`src/core/psrf_pkg.sv`:
```
// Constants for the position sensor response framer
package psrf_pkg;
	// APB register offsets
	localparam logic [7:0] CTRL_OFS   = 8'h00;
	localparam logic [7:0] STAT_OFS   = 8'h04;
	localparam logic [7:0] MARK_OFS   = 8'h08;
	// Control register fields and reset values
	localparam int         CTRL_NODE_LSB = 0;
	localparam int         CTRL_EN_BIT   = 2;
	localparam logic [1:0] NODE_RST      = 2'h0;
	localparam logic       EN_RST        = 1'b1;
	// Status register fields
	localparam int         STAT_CNT_LSB  = 9;
	localparam int         STAT_MARK_BIT = 13;
	localparam int         STAT_BUSY_BIT = 14;
	// Status character bit positions
	localparam int         ST_ERR   = 0;
	localparam int         ST_TAPE  = 1;
	localparam int         ST_QLSB  = 2;
	localparam int         ST_ALSB  = 4;
	localparam int         ST_MARK  = 6;
	localparam int         ST_DIAG  = 7;
	localparam int         ST_NINTH = 8;
	// Request character layout
	localparam logic [3:0] REQ_SYNC  = 4'hb;
	localparam int         REQ_MARK  = 2;
	localparam int         REQ_DIAG  = 3;
	localparam int         REQ_SHOT  = 4;
	// ASCII characters
	localparam logic [7:0] ASC_E  = 8'h45;
	localparam logic [7:0] ASC_0  = 8'h30;
	localparam logic [7:0] ASC_9  = 8'h39;
	localparam logic [7:0] ASC_A  = 8'h41;
	localparam logic [7:0] ASC_G  = 8'h47;
	// Reading quality thresholds in percent
	localparam logic [6:0] Q_HI   = 7'h4b;
	localparam logic [6:0] Q_MID  = 7'h32;
	localparam logic [6:0] Q_LO   = 7'h19;
	// Diagnostic codes
	localparam logic [3:0] DIAG_IF    = 4'h1;
	localparam logic [3:0] DIAG_RANGE = 4'h5;
	localparam logic [3:0] DIAG_LABEL = 4'h9;
	// Frame and store sizes
	localparam int         FRAME_LEN  = 8;
	localparam logic [2:0] FRAME_LAST = 3'h7;
	localparam int         DIAG_DEPTH = 8;
	localparam logic [3:0] DIAG_FULL  = 4'h8;
	// Transmit state
	typedef enum logic {
		PSRF_IDLE = 1'b0,
		PSRF_SEND = 1'b1
	} psrf_state_e;
endpackage

```
`src/core/psrf_framer.sv`:
```
// Response framer: request decode, marker and diagnostic stores, APB registers
`timescale 1ns/10ps
module psrf_framer (
	// Clock and reset
	input  wire logic        pclk,
	input  wire logic        presetn,
	// APB slave
	input  wire logic [7:0]  paddr,
	input  wire logic        psel,
	input  wire logic        penable,
	input  wire logic        pwrite,
	input  wire logic [31:0] pwdata,
	output logic      [31:0] prdata,
	output logic             pready,
	output logic             pslverr,
	// Received request character
	input  wire logic        req_valid,
	input  wire logic [8:0]  req_char,
	// Transmit character stream
	output logic             tx_valid,
	input  wire logic        tx_ready,
	output logic      [8:0]  tx_char,
	// Measurement state
	input  wire logic        fault,
	input  wire logic        no_decode,
	input  wire logic [6:0]  quality_pct,
	input  wire logic [23:0] position,
	// Decoded label
	input  wire logic        label_valid,
	input  wire logic [7:0]  label_c0,
	input  wire logic [7:0]  label_c1,
	input  wire logic [7:0]  label_c2,
	// Diagnostic events
	input  wire logic        diag_valid,
	input  wire logic [3:0]  diag_code
);

	// Letter A to G test
	function automatic logic is_ag(input logic [7:0] c);
		is_ag = (c >= psrf_pkg::ASC_A) && (c <= psrf_pkg::ASC_G);
	endfunction

	// Widen a data character to nine bits
	function automatic logic [8:0] ch9(input logic [7:0] c);
		ch9 = {1'b0, c};
	endfunction

	localparam int FRAME_LEN_C  = psrf_pkg::FRAME_LEN;
	localparam int DIAG_DEPTH_C = psrf_pkg::DIAG_DEPTH;

	psrf_pkg::psrf_state_e state_reg;        // Transmit state
	logic [1:0]            node_addr_reg;    // Configured node address
	logic                  enable_reg;       // Request acceptance enable
	logic [8:0]            frame_reg [FRAME_LEN_C]; // Outgoing characters
	logic [2:0]            idx_reg;          // Characters already sent
	logic [8:0]            last_status_reg;  // Status of last frame
	logic                  marker_held_reg;  // Marker content stored
	logic [23:0]           marker_reg;       // Stored marker characters
	logic [3:0]            diag_mem [DIAG_DEPTH_C]; // Diagnostic store
	logic [2:0]            diag_wr_reg;      // Store write pointer
	logic [2:0]            diag_rd_reg;      // Store read pointer
	logic [3:0]            diag_cnt_reg;     // Stored entry count
	logic [31:0]           prdata_reg;       // Read data, setup phase
	logic                  pslverr_reg;      // Error, setup phase

	// Decode helpers
	logic        accept;         // Valid addressed request taken
	logic        srv_diag;       // Diagnostic request served
	logic        srv_mark;       // Marker request served
	logic        label_ok;       // Marker label recognised
	logic        code_ok;        // Known diagnostic code
	logic        push;           // Store write
	logic        pop;            // Store read
	logic        tx_fire;        // Character handed over
	logic [1:0]  quality_code;   // Encoded reading quality
	logic [3:0]  cnt_after;      // Entry count after this frame
	logic        mark_after;     // Marker held after this frame
	logic [23:0] data_sel;       // Selected data bytes 1 to 3
	logic [8:0]  status_char;    // Status byte of new frame
	logic [8:0]  xor_char;       // Check byte
	logic        apb_wr;         // APB write access
	logic        apb_setup;      // APB setup phase

	// Request decode: fixed pattern, own address, idle framer
	assign accept = req_valid && enable_reg && (state_reg == psrf_pkg::PSRF_IDLE)
		&& (req_char[8:5] == psrf_pkg::REQ_SYNC) && (req_char[1:0] == node_addr_reg);

	// Priority: diagnostics, then marker, then single shot or position
	assign srv_diag = accept && req_char[psrf_pkg::REQ_DIAG];
	assign srv_mark = accept && !req_char[psrf_pkg::REQ_DIAG]
		&& req_char[psrf_pkg::REQ_MARK];

	// Marker label check
	assign label_ok = label_valid && is_ag(label_c0) && is_ag(label_c1)
		&& (label_c2 >= psrf_pkg::ASC_0) && (label_c2 <= psrf_pkg::ASC_9);

	// Only the documented codes enter the store
	assign code_ok = ((diag_code >= psrf_pkg::DIAG_IF) && (diag_code <= psrf_pkg::DIAG_RANGE))
		|| (diag_code == psrf_pkg::DIAG_LABEL);

	// Store traffic; a full store drops new events unless a read pops an entry in the same cycle
	assign pop  = srv_diag && (diag_cnt_reg != 4'h0);
	assign push = diag_valid && code_ok && ((diag_cnt_reg != psrf_pkg::DIAG_FULL) || pop);

	// Count and marker state as reported in the new frame
	always_comb begin
		cnt_after = diag_cnt_reg;
		if (pop) begin
			cnt_after = diag_cnt_reg - 4'h1;
		end
		mark_after = marker_held_reg && !srv_mark;
	end

	// Reading quality bands
	always_comb begin
		if (quality_pct > psrf_pkg::Q_HI) begin
			quality_code = 2'h0;
		end else if (quality_pct > psrf_pkg::Q_MID) begin
			quality_code = 2'h1;
		end else if (quality_pct >= psrf_pkg::Q_LO) begin
			quality_code = 2'h2;
		end else begin
			quality_code = 2'h3;
		end
	end

	// Status byte assembly
	always_comb begin
		status_char                                 = 9'h000;
		status_char[psrf_pkg::ST_ERR]               = fault;
		status_char[psrf_pkg::ST_TAPE]              = no_decode;
		status_char[psrf_pkg::ST_QLSB +: 2]         = quality_code;
		status_char[psrf_pkg::ST_ALSB +: 2]         = node_addr_reg;
		status_char[psrf_pkg::ST_MARK]              = mark_after;
		status_char[psrf_pkg::ST_DIAG]              = (cnt_after != 4'h0);
		status_char[psrf_pkg::ST_NINTH]             = 1'b0;
	end

	// Data bytes by served request
	always_comb begin
		if (srv_diag) begin
			if (pop) begin
				data_sel = {psrf_pkg::ASC_E, psrf_pkg::ASC_0,
					psrf_pkg::ASC_0 + {4'h0, diag_mem[diag_rd_reg]}};
			end else begin
				data_sel = {psrf_pkg::ASC_E, psrf_pkg::ASC_0, psrf_pkg::ASC_0};
			end
		end else if (srv_mark) begin
			if (marker_held_reg) begin
				data_sel = marker_reg;
			end else begin
				data_sel = {psrf_pkg::ASC_E, psrf_pkg::ASC_0, psrf_pkg::ASC_0};
			end
		end else begin
			data_sel = position;
		end
	end

	// Check byte over bytes 0 to 3
	assign xor_char = status_char ^ ch9(data_sel[23:16]) ^ ch9(data_sel[15:8])
		^ ch9(data_sel[7:0]);

	// Transmit handshake
	assign tx_fire  = (state_reg == psrf_pkg::PSRF_SEND) && tx_ready;
	assign tx_valid = (state_reg == psrf_pkg::PSRF_SEND);
	assign tx_char  = frame_reg[0];

	// Framer state: one frame of eight per accepted request
	always_ff @(posedge pclk or negedge presetn) begin
		if (!presetn) begin
			state_reg <= psrf_pkg::PSRF_IDLE;
			idx_reg   <= 3'h0;
		end else begin
			unique case (state_reg)
				psrf_pkg::PSRF_IDLE: begin
					if (accept) begin
						state_reg <= psrf_pkg::PSRF_SEND;
						idx_reg   <= 3'h0;
					end
				end
				psrf_pkg::PSRF_SEND: begin
					if (tx_fire) begin
						idx_reg <= idx_reg + 3'h1;
						if (idx_reg == psrf_pkg::FRAME_LAST) begin
							state_reg <= psrf_pkg::PSRF_IDLE;
						end
					end
				end
			endcase
		end
	end

	// Frame shift register: load on accept, shift per character
	always_ff @(posedge pclk or negedge presetn) begin
		if (!presetn) begin
			for (int i = 0; i < FRAME_LEN_C; i++) begin
				frame_reg[i] <= 9'h000;
			end
		end else if (accept) begin
			frame_reg[0] <= status_char;
			frame_reg[1] <= ch9(data_sel[23:16]);
			frame_reg[2] <= ch9(data_sel[15:8]);
			frame_reg[3] <= ch9(data_sel[7:0]);
			frame_reg[4] <= xor_char;
			frame_reg[5] <= ch9(data_sel[23:16]);
			frame_reg[6] <= ch9(data_sel[15:8]);
			frame_reg[7] <= ch9(data_sel[7:0]);
		end else if (tx_fire) begin
			for (int i = 0; i < FRAME_LEN_C - 1; i++) begin
				frame_reg[i] <= frame_reg[i + 1];
			end
			frame_reg[FRAME_LEN_C - 1] <= 9'h000;
		end
	end

	// Last status byte kept for software
	always_ff @(posedge pclk or negedge presetn) begin
		if (!presetn) begin
			last_status_reg <= 9'h000;
		end else if (accept) begin
			last_status_reg <= status_char;
		end
	end

	// Marker store: a fresh read wins over a same-cycle fetch
	always_ff @(posedge pclk or negedge presetn) begin
		if (!presetn) begin
			marker_held_reg <= 1'b0;
			marker_reg      <= 24'h000000;
		end else if (label_ok) begin
			marker_held_reg <= 1'b1;
			marker_reg      <= {label_c0, label_c1, label_c2};
		end else if (srv_mark) begin
			marker_held_reg <= 1'b0;
		end
	end

	// Diagnostic store contents
	always_ff @(posedge pclk) begin
		if (push) begin
			diag_mem[diag_wr_reg] <= diag_code;
		end
	end

	// Diagnostic store pointers and count
	always_ff @(posedge pclk or negedge presetn) begin
		if (!presetn) begin
			diag_wr_reg  <= 3'h0;
			diag_rd_reg  <= 3'h0;
			diag_cnt_reg <= 4'h0;
		end else begin
			if (push) begin
				diag_wr_reg <= diag_wr_reg + 3'h1;
			end
			if (pop) begin
				diag_rd_reg <= diag_rd_reg + 3'h1;
			end
			diag_cnt_reg <= diag_cnt_reg + {3'h0, push} - {3'h0, pop};
		end
	end

	// APB phases; the slave never inserts wait states
	assign apb_setup = psel && !penable;
	assign apb_wr    = psel && penable && pwrite && (paddr == psrf_pkg::CTRL_OFS);
	assign pready    = 1'b1;
	assign prdata    = prdata_reg;
	assign pslverr   = pslverr_reg && psel && penable;

	// Control register: node address and enable
	always_ff @(posedge pclk or negedge presetn) begin
		if (!presetn) begin
			node_addr_reg <= psrf_pkg::NODE_RST;
			enable_reg    <= psrf_pkg::EN_RST;
		end else if (apb_wr) begin
			node_addr_reg <= pwdata[psrf_pkg::CTRL_NODE_LSB +: 2];
			enable_reg    <= pwdata[psrf_pkg::CTRL_EN_BIT];
		end
	end

	// Read data and error captured in the setup phase
	always_ff @(posedge pclk or negedge presetn) begin
		if (!presetn) begin
			prdata_reg  <= 32'h00000000;
			pslverr_reg <= 1'b0;
		end else if (apb_setup) begin
			prdata_reg  <= 32'h00000000;
			pslverr_reg <= 1'b0;
			unique case (paddr)
				psrf_pkg::CTRL_OFS: begin
					prdata_reg[psrf_pkg::CTRL_NODE_LSB +: 2] <= node_addr_reg;
					prdata_reg[psrf_pkg::CTRL_EN_BIT]        <= enable_reg;
				end
				psrf_pkg::STAT_OFS: begin
					if (!pwrite) begin
						prdata_reg[8:0]                         <= last_status_reg;
						prdata_reg[psrf_pkg::STAT_CNT_LSB +: 4] <= diag_cnt_reg;
						prdata_reg[psrf_pkg::STAT_MARK_BIT]     <= marker_held_reg;
						prdata_reg[psrf_pkg::STAT_BUSY_BIT]     <= tx_valid;
					end else begin
						pslverr_reg <= 1'b1;
					end
				end
				psrf_pkg::MARK_OFS: begin
					if (!pwrite) begin
						prdata_reg[23:0] <= marker_reg;
					end else begin
						pslverr_reg <= 1'b1;
					end
				end
				default: begin
					pslverr_reg <= 1'b1;
				end
			endcase
		end
	end

endmodule // psrf_framer

```
`config.mk`:
```
export PLATFORM = sky130hd
export DESIGN_NAME = psrf_framer
export DESIGN_NICKNAME = d
export VERILOG_FILES = /design/src/core/psrf_pkg.sv /design/src/core/psrf_framer.sv
export SDC_FILE = /design/constraint.sdc
export NUM_CORES = 1
export LEC_CHECK = 0
export BUFFER_PORTS_ARGS = -buffer_cell sky130_fd_sc_hd__buf_2
export CAP_MARGIN = 20
export CORE_ASPECT_RATIO = 1.4
export CORE_MARGIN = 3
export CORE_UTILIZATION = 55
export DETAILED_ROUTE_END_ITERATION = 8
export PLACE_DENSITY = 0.77
export SLEW_MARGIN = 0
export SYNTH_ARGS = -nofsm -noshare
export SYNTH_HDL_FRONTEND = slang
export SYNTH_SLANG_ARGS = --single-unit
```
`constraint.sdc`:
```
create_clock -name pclk -period 3.5 [get_ports pclk]
set_clock_uncertainty 0.15 [all_clocks]
set_input_delay 0.175 -clock pclk [delete_from_list [all_inputs] [get_ports pclk]]
set_output_delay 0.175 -clock pclk [all_outputs]
set_load 0.02 [all_outputs]
```
==> results_dict.tcl, run 1 <==
set metrics [dict create \
    fill_cells 1102 \
    wl_met3_um 1320 \
    grt.total_usage 0.277 \
    first_global_vias 6599 \
    ys_ff_latch 171 \
    finalInstanceArea_sq_um 9720 \
    met1_length_um 8090 \
    layout_common_cells "dfrtp_1, buf_2, nand2_1, a22oi_1, nor2_1" \
    period_share 0.900 \
    fp.dieW_um 109 \
    port_buffers 122 \
    vias 6457 \
    postRouteAntennaNets 0 \
    drc 0 \
    antenna_cells 0 \
    syn_area_per_cell_sq_um 11.3 \
    nets 981 \
    row_count 52 \
    arrival_ns 3.07 \
    seq_area_sq_um 4440 \
    placed_cell_area_sq_um 8910 \
    rsz0062_at_grt "no" \
    grt_max_degree 84 \
    critPathLaunchType "register" \
    grt_pass1_wl_um 34300 \
    start_util 0.566 \
    seq_area_frac_synth 0.541 \
    grt-ovfl-total 0 \
    hold_depth 3 \
    clk_latency_ns 0.44 \
    numCtsBuffers 17 \
    die_h_um 151 \
    status "complete, no violations" \
    largest_reg_flops 56 \
    synth_edf_count 32 \
    finalPower_uw 4640 \
    firstDrtPassIters 6 \
    synth.cell_area_sq_um 8210 \
    final_common_cell "dfrtp_1" \
    max_freq_mhz 317 \
    crit_required_ns 3.42 \
    cts_tree "built" \
    timing_hold_violations_final 0 \
    clock_sinks 171 \
    post-dp-hpwl_um 15300 \
    worstMarginPinSlew_ns 1.06 \
    worstPathMaxFanout 6 \
    leakage_uw 0.00458 \
    drive_above_1_share 0.255 \
    dieArea_sq_um 16400 \
    synth_ff_type "dfrtp_1" \
    multi_input_area_sq_um 3470 \
    final_cells 1051 \
    routed_via_density 6.14 \
    ir_drop_uv 310 \
    relSlewSlack 0.290 \
    gp_congestion 0.906 \
    finalCriticalPeriod_ns 3.15 \
    power_per_cell_area_nw_per_um2 477 \
    synthArstFlopShare 0.813 \
    root_buffer "clkbuf_16" \
    drtIter0Drc 536 \
    min_path_type "in -> reg" \
    tns_ns 0 \
    dp_cells 998 \
    syn_inst 729 \
    avgRoutedWirePerCell_um 20.4 \
    maxCapViolCount 0 \
    synthTopCellsByArea "dfrtp_1, edfxtp_1, a221o_1" \
    crit_type "reg -> reg" \
    cts-root-to-sink-buffers 2 \
    syn_to_final_growth_pct 18.5 \
    htreeDepth 4 \
    end_kind "register" \
    synth_top_cell_by_area "dfrtp_1" \
    antenna_found_initial 0 \
    yosysWarnings 0 \
    drt-total-wl_um 21500 \
    reg2regPathDepth 6 \
    dr_wl_met2_um 11100 \
    clk_pin_slew_ns 0.06 \
    slew_violations 0 \
    ios 163 \
    yosys.area.top_type_share 0.421 \
    top_layer "met4" \
    setup_viol 0 \
    netlist-cell-type-count 64 \
    core-area_sq_um 14500 \
]
[critical path, cell delays in order (launching register included)]
cell and delay [ns]:
dfrtp_1 0.61, xnor2_2 0.18, nor4b_2 0.48, nand3_1 0.17, a31oi_1 0.46, nand2_1 0.21
nor3_1 0.52
[kinds of logic after synthesis]
family | after synthesis | synth area share
AND/OR/NAND/NOR | 216 | 0.132
AO/OA/AOI/OAI | 192 | 0.176
flip-flops | 171 | 0.541
buffers and inverters | 76 | 0.0447
multiplexers | 30 | 0.0517
XOR/XNOR | 28 | 0.0317
adder cells (fa/ha/maj) | 14 | 0.0219
other | 2 | 0.000915
[power breakdown]
part	internal (uW)	total (uW)	leakage [uW]	switching, uW
sequential	2100	2170	0.00221	66.2
clock	1110	1900	0.000294	789
combinational	235	570	0.00207	335
total	3450	4640	0.00458	1190
[final timing paths]
path / start / to / slack, ns
worst max-delay path: node_addr_reg[0]$_DFFE_PN0P_ / diag_mem[1][0]$_DFFE_PP_ / 0.35
worst min-delay path: paddr[2] / prdata[2]$_DFFE_PN0P_ / 0.02
worst max register to register: node_addr_reg[0]$_DFFE_PN0P_ / diag_mem[1][0]$_DFFE_PP_ / 0.35
worst min register to register: tx_char[1]$_DFFE_PN0P_ / tx_char[1]$_DFFE_PN0P_ / 0.31
max in group asynchronous: presetn / frame_reg[22]$_DFFE_PN0P_ / 2.05
min in group asynchronous: presetn / tx_char[1]$_DFFE_PN0P_ / 0.18
[stage by stage]
step,worst slack [ns],hold slack [ns],util
final,0.349,0.0197,0.670
after floorplan,0.819,-0.271,-
after global placement,0.563,0.106,0.614
after global routing,0.141,0.0235,0.670
after CTS,0.416,0.00376,0.670
after detailed placement,0.455,0.116,0.614
[cells in the mapped netlist, drive strengths merged (5+ instances only)]
master / count
xnor2: 19
nor3: 11
nand2b: 8
a21oi: 21
a22oi: 43
a221o: 38
a21o: 9
mux4: 8
or2: 6
nand3b: 5
nor2: 42
and3: 5
o21ai: 35
nand4: 7
nor3b: 5
o22ai: 8
nand2: 82
clkbuf: 35
nor2b: 15
buf: 30
a22o: 10
inv: 11
mux2: 19
nand3: 14
dfrtp: 138
edfxtp: 32
ha: 12
xor2: 9
[per-layer routing]
layer	track usage	vias up
met2	0.468	259
met3	0.0588	65
met1	0.333	3225
li1	-	2908
met5	0	-
met4	0.142	0
[final cells by class]
type,count,area share
clock buffer,20,0.0480
clock inverter,12,0.0138
inverter,11,0.00425
multi-input combinational,490,0.356
sequential,171,0.457
tap,189,0.0243
timing repair buffer,158,0.0966
[what timing repair did]
action | CTS | global route
resized for setup | 0 | 0
buffers inserted | 0 | 0
hold buffers | 21 | 0
endpoints found under the hold margin | 132 | 0
Note: power is estimated with default switching activity, not from simulation.
==> run 2: changes to the inputs <==
--- a/config.mk
+++ b/config.mk
@@ -9,9 +9,10 @@
 export CAP_MARGIN = 20
 export CORE_ASPECT_RATIO = 1.4
 export CORE_MARGIN = 3
-export CORE_UTILIZATION = 55
+export CORE_UTILIZATION = 57
+export CTS_BUF_LIST = sky130_fd_sc_hd__clkbuf_2 sky130_fd_sc_hd__clkbuf_4 sky130_fd_sc_hd__clkbuf_8
 export DETAILED_ROUTE_END_ITERATION = 8
-export PLACE_DENSITY = 0.77
+export PLACE_DENSITY = 0.79
 export SLEW_MARGIN = 0
 export SYNTH_ARGS = -nofsm -noshare
 export SYNTH_HDL_FRONTEND = slang
==> run 2 against run 1 <==
Sequential share of layout area up 0.43 points. Fmax up 0.43%. Final area down 0.94%. Worst hold slack better by 0.019 ns. Die area down 3.3%. Combinational power about the same. Critical path depth up 1. Core utilization up 1.6 points. Setup slack better by 0.014 ns. First-iteration DRC count down 29%. Routed wire length down 1.1%. Non-clock buffer count up 8. Largest power group unchanged.
==> results_dict.tcl, run 2 (synthesis gave the netlist of run 1 again) <==
set metrics [dict create \
    leakage_uw 0.00452 \
    drc 0 \
    timing_hold_violations_final 0 \
    clock_sinks 171 \
    gp_congestion 0.859 \
    core-area_sq_um 14000 \
    start_util 0.585 \
    relSlewSlack 0.392 \
    root_buffer "clkbuf_8" \
    hold_start "position[15]" \
    avgRoutedWirePerCell_um 20.1 \
    drtIter0Drc 381 \
    critPathLaunchType "register" \
    finalInstanceArea_sq_um 9630 \
    crit_required_ns 3.45 \
    crit_start "node_addr_reg[1]$_DFFE_PN0P_" \
    drt-total-wl_um 21200 \
    grt_pass1_wl_um 33800 \
    reg2regPathDepth 7 \
    antenna_found_initial 0 \
    period_share 0.896 \
    cts-root-to-sink-buffers 2 \
    setup_viol 0 \
    multi_input_area_sq_um 3460 \
    ir_drop_uv 437 \
    rsz0062_at_grt "no" \
    row_count 51 \
    end_kind "register" \
    tns_ns 0 \
    maxCapViolCount 0 \
    slew_violations 0 \
    arrival_ns 3.09 \
    r2r_start "node_addr_reg[1]$_DFFE_PN0P_" \
    vias 6549 \
    drive_above_1_share 0.248 \
    final_util 0.686 \
    clk_latency_ns 0.47 \
    largest_reg_flops 56 \
    grt-ovfl-total 0 \
    clk_pin_slew_ns 0.09 \
    min_path_type "in -> reg" \
    numCtsBuffers 17 \
    fill_cells 1022 \
    postRouteAntennaNets 0 \
    nets 989 \
    power_per_cell_area_nw_per_um2 434 \
    finalPower_uw 4180 \
    die_h_um 148 \
    hold_depth 4 \
    layout_common_cells "dfrtp_1, buf_2, nand2_1, a22oi_1, nor2_1" \
    hold_ws_ns 0.0383 \
    grt_max_degree 129 \
    ios 163 \
    crit_type "reg -> reg" \
    syn_to_final_growth_pct 17.3 \
    seq_area_sq_um 4440 \
    worstPathMaxFanout 10 \
    first_global_vias 6609 \
    htreeDepth 4 \
    port_buffers 122 \
    max_freq_mhz 319 \
    placed_cell_area_sq_um 8880 \
    grt.total_usage 0.274 \
    finalCriticalPeriod_ns 3.14 \
    post-dp-hpwl_um 15000 \
    dieArea_sq_um 15900 \
    status "complete, no violations" \
    final_common_cell "dfrtp_1" \
    fp.dieW_um 107 \
    routed_via_density 6.20 \
    firstDrtPassIters 5 \
    cts_tree "built" \
    worstMarginPinSlew_ns 0.910 \
]
run 2: cell types whose count changed in the layout (fill, tap and decap cells not counted), sizes merged:
cell | before | now
clkinv | 4 | 5
buf | 137 | 135
diode | 0 | 1
clkinvlp | 2 | 4
clkbuf | 20 | 18
dlygate4sd3 | 21 | 31
bufinv | 2 | 3
inv | 15 | 13
run 2: path summary, 6_finish.rpt:
path / end / slack (ns)
min in group asynchronous: frame_reg[55]$_DFFE_PN0P_ / 0.08
max: diag_mem[1][0]$_DFFE_PP_ / 0.36
max in group asynchronous: prdata[4]$_DFFE_PN0P_ / 2.14
max reg2reg: diag_mem[1][0]$_DFFE_PP_ / 0.36
min: frame_reg[52]$_DFFE_PN0P_ / 0.04
min reg2reg: tx_char[4]$_DFFE_PN0P_ / 0.31
run 2: cell type report:
type                            count  share of cell area
Sequential cell                   171               0.461
Multi-Input combinational cell    490               0.359
Timing Repair Buffer              166               0.108
Clock buffer                       18              0.0251
Tap cell                          185              0.0240
Clock inverter                     14              0.0177
Inverter                           11             0.00429
Antenna cell                        1            0.000260
run 2: critical path: stages (launching register included):
cell     delay (ns)
dfrtp_1        0.54
xor2_1         0.27
nor4b_2        0.29
buf_4          0.23
nand3_1        0.12
a31oi_1        0.47
nand2_1        0.21
nor3_1         0.51
run 2: per-stage QoR:
stage	instances	setup WS, ns
finish	1056	0.363
floorplan	737	0.819
global placement	991	0.552
global route	1055	0.204
CTS	1054	0.416
detailed placement	991	0.443
run 2: where the power goes:
| group | internal (uW) | switching (uW) | leakage (uW) |
|---|---|---|---|
| Combinational | 241 | 328 | 0.00211 |
| Clock | 714 | 736 | 0.000197 |
| Sequential | 2100 | 67.5 | 0.00221 |
| Total | 3050 | 1130 | 0.00452 |
run 2: routing by layer:
layer / GRT usage / share of wire
met1: 0.336 / 0.38
met2: 0.461 / 0.52
met3: 0.0594 / 0.065
met4: 0.130 / 0.039
met5: 0 / 0
run 2: what timing repair did:
action / in CTS / in global routing
buffers inserted: 0 / 0
resized for setup: 0 / 0
hold buffers: 31 / 0
endpoints found under the hold margin: 185 / 0
==> run 3: changes to the inputs <==
--- a/config.mk
+++ b/config.mk
@@ -9,10 +9,10 @@
 export CAP_MARGIN = 20
 export CORE_ASPECT_RATIO = 1.4
 export CORE_MARGIN = 3
-export CORE_UTILIZATION = 57
+export CORE_UTILIZATION = 35
 export CTS_BUF_LIST = sky130_fd_sc_hd__clkbuf_2 sky130_fd_sc_hd__clkbuf_4 sky130_fd_sc_hd__clkbuf_8
 export DETAILED_ROUTE_END_ITERATION = 8
-export PLACE_DENSITY = 0.79
+export PLACE_DENSITY = 0.52
 export SLEW_MARGIN = 0
 export SYNTH_ARGS = -nofsm -noshare
 export SYNTH_HDL_FRONTEND = slang
==> run 3 against run 2 <==
Power down 2.8%. Non-clock buffer count stayed put. Final area rose by 0.79%. Clock power is 7% lower. Core utilization shrank 26 points. Critical endpoint is now frame_reg[30]$_DFFE_PN0P_. Largest cell class unchanged. Highest routed layer is now met5.
==> results_dict.tcl, run 3 (synthesis gave the netlist of run 1 again) <==
set metrics [dict create \
    ios 163 \
    hold_start "pwrite" \
    gp_congestion 0.800 \
    cts-root-to-sink-buffers 2 \
    grt_pass1_wl_um 35900 \
    antenna_cells 0 \
    grt.total_usage 0.183 \
    seq_area_sq_um 4440 \
    hold_depth 4 \
    tns_ns 0 \
    fill_cells 2208 \
    multi_input_area_sq_um 3470 \
    critPathLaunchType "register" \
    vias 6102 \
    rsz0062_at_grt "no" \
    clk_latency_ns 0.46 \
    r2r_start "node_addr_reg[1]$_DFFE_PN0P_" \
    finalPower_uw 4070 \
    fp.dieW_um 135 \
    end_kind "register" \
    cts-resized-gates 0 \
    crit_type "reg -> reg" \
    leakage_uw 0.00450 \
    min_to "prdata[0]$_DFFE_PN0P_" \
    largest_reg_flops 56 \
    firstDrtPassIters 5 \
    final_common_cell "dfrtp_1" \
    max_freq_mhz 326 \
    htreeDepth 4 \
    core-area_sq_um 22800 \
    crit_required_ns 3.70 \
    r2r-end "frame_reg[30]$_DFFE_PN0P_" \
    cts_tree "built" \
    root_buffer "clkbuf_8" \
    routed_via_density 5.21 \
    first_global_vias 6217 \
    nets 989 \
    antenna_found_initial 1 \
    drt-total-wl_um 22700 \
    setup_viol 0 \
    period_share 0.875 \
    clk_pin_slew_ns 0.09 \
    syn_to_final_growth_pct 18.3 \
    status "complete, no violations" \
    grt-ovfl-total 0 \
    grt_max_degree 78 \
    numCtsBuffers 17 \
    row_count 65 \
    die_h_um 187 \
    power_per_cell_area_nw_per_um2 419 \
    worstMarginPinSlew_ns 0.873 \
    ir_drop_uv 243 \
    postRouteAntennaNets 0 \
    post-dp-hpwl_um 16900 \
    drtIter0Drc 332 \
    port_buffers 122 \
    worstPathMaxFanout 13 \
    timing_hold_violations_final 0 \
    arrival_ns 3.27 \
    start_util 0.360 \
    drc 0 \
    relSlewSlack 0.414 \
    avgRoutedWirePerCell_um 19.4 \
    slew_violations 0 \
    dieArea_sq_um 25400 \
    min_path_type "in -> reg" \
    drive_above_1_share 0.255 \
    layout_common_cells "dfrtp_1, buf_2, nand2_1, a22oi_1, nor2_1" \
    r2r_slack_ns 0.44 \
    finalCriticalPeriod_ns 3.06 \
    clock_sinks 171 \
    post-cts-setup-buffer-count 0 \
    maxCapViolCount 0 \
    reg2regPathDepth 9 \
]
[run 3: changes by cell type in the layout (fill, tap and decap cells not counted), sizes merged]
cell         previous run  this run
dlygate4sd3            31        26
inv                    13        17
bufinv                  3         1
diode                   1         0
clkinvlp                4         3
clkbuf                 18        17
buf                   135       140
[run 3: worst max path at each step]
stage / start / to / slack, ns / cells past startpoint
6_report: node_addr_reg[1]$_DFFE_PN0P_ / frame_reg[30]$_DFFE_PN0P_ / 0.44 / 9
5_1_grt: node_addr_reg[1]$_DFFE_PN0P_ / frame_reg[28]$_DFFE_PN0P_ / 0.10 / 8
3_3_place_gp: node_addr_reg[1]$_DFFE_PN0P_ / frame_reg[28]$_DFFE_PN0P_ / 0.40 / 8
2_1_floorplan: tx_valid$_DFF_PN0_ / diag_mem[1][0]$_DFFE_PP_ / 0.82 / 7
3_5_place_dp: node_addr_reg[1]$_DFFE_PN0P_ / frame_reg[28]$_DFFE_PN0P_ / 0.35 / 8
4_1_cts: node_addr_reg[1]$_DFFE_PN0P_ / frame_reg[28]$_DFFE_PN0P_ / 0.33 / 8
[run 3: per-layer routing]
layer  vias up  GRT usage  wire [um]
met1      3045      0.233       9580
met4         2     0.0477        365
li1       2914          -          -
met2       123      0.318      11900
met5         -          0         13
met3        18     0.0382        811
[run 3: power by group]
group	internal, uW	total [uW]	switching [uW]
Clock	573	1350	773
Sequential	2100	2160	62.4
Combinational	237	560	323
[run 3: area by class of cell]
cell class / instances / share of cell area
clock buffers: 17 / 0.0241
clock inverters: 15 / 0.0143
inverters: 11 / 0.00425
multi-input cells: 490 / 0.357
flip-flops and latches: 171 / 0.457
well taps: 301 / 0.0388
repair buffers: 166 / 0.104
[run 3: repair_timing]
action                                  4_1_cts  5_1_grt
hold buffers                                 26        0
endpoints found under the setup margin        0        0
hold endpoints to repair                    129        0
[run 3: stage by stage]
| step | hold WS, ns | cell area [sq um] | util | instances | setup WS (ns) |
|---|---|---|---|---|---|
| floorplan | -0.271 | 8240 | - | 737 | 0.819 |
| global placement | 0.118 | 9080 | 0.399 | 1113 | 0.402 |
| detailed placement | 0.112 | 9080 | 0.399 | 1113 | 0.349 |
| CTS | 0.00657 | 9710 | 0.426 | 1171 | 0.332 |
| global route | 0.0229 | 9710 | 0.426 | 1171 | 0.103 |
| finish | 0.0284 | 9710 | 0.426 | 1171 | 0.436 |
[run 3: worst max-delay path, cell delays in order, from the launching register on]
cell and delay, ns:
dfrtp_1 0.51, xor2_1 0.24, or4b_1 0.54, buf_4 0.22, o31ai_1 0.25, nand3_1 0.11, a31oi_1 0.15, dlygate4sd3_1 0.58
xnor2_1 0.13, o21ai_1 0.07
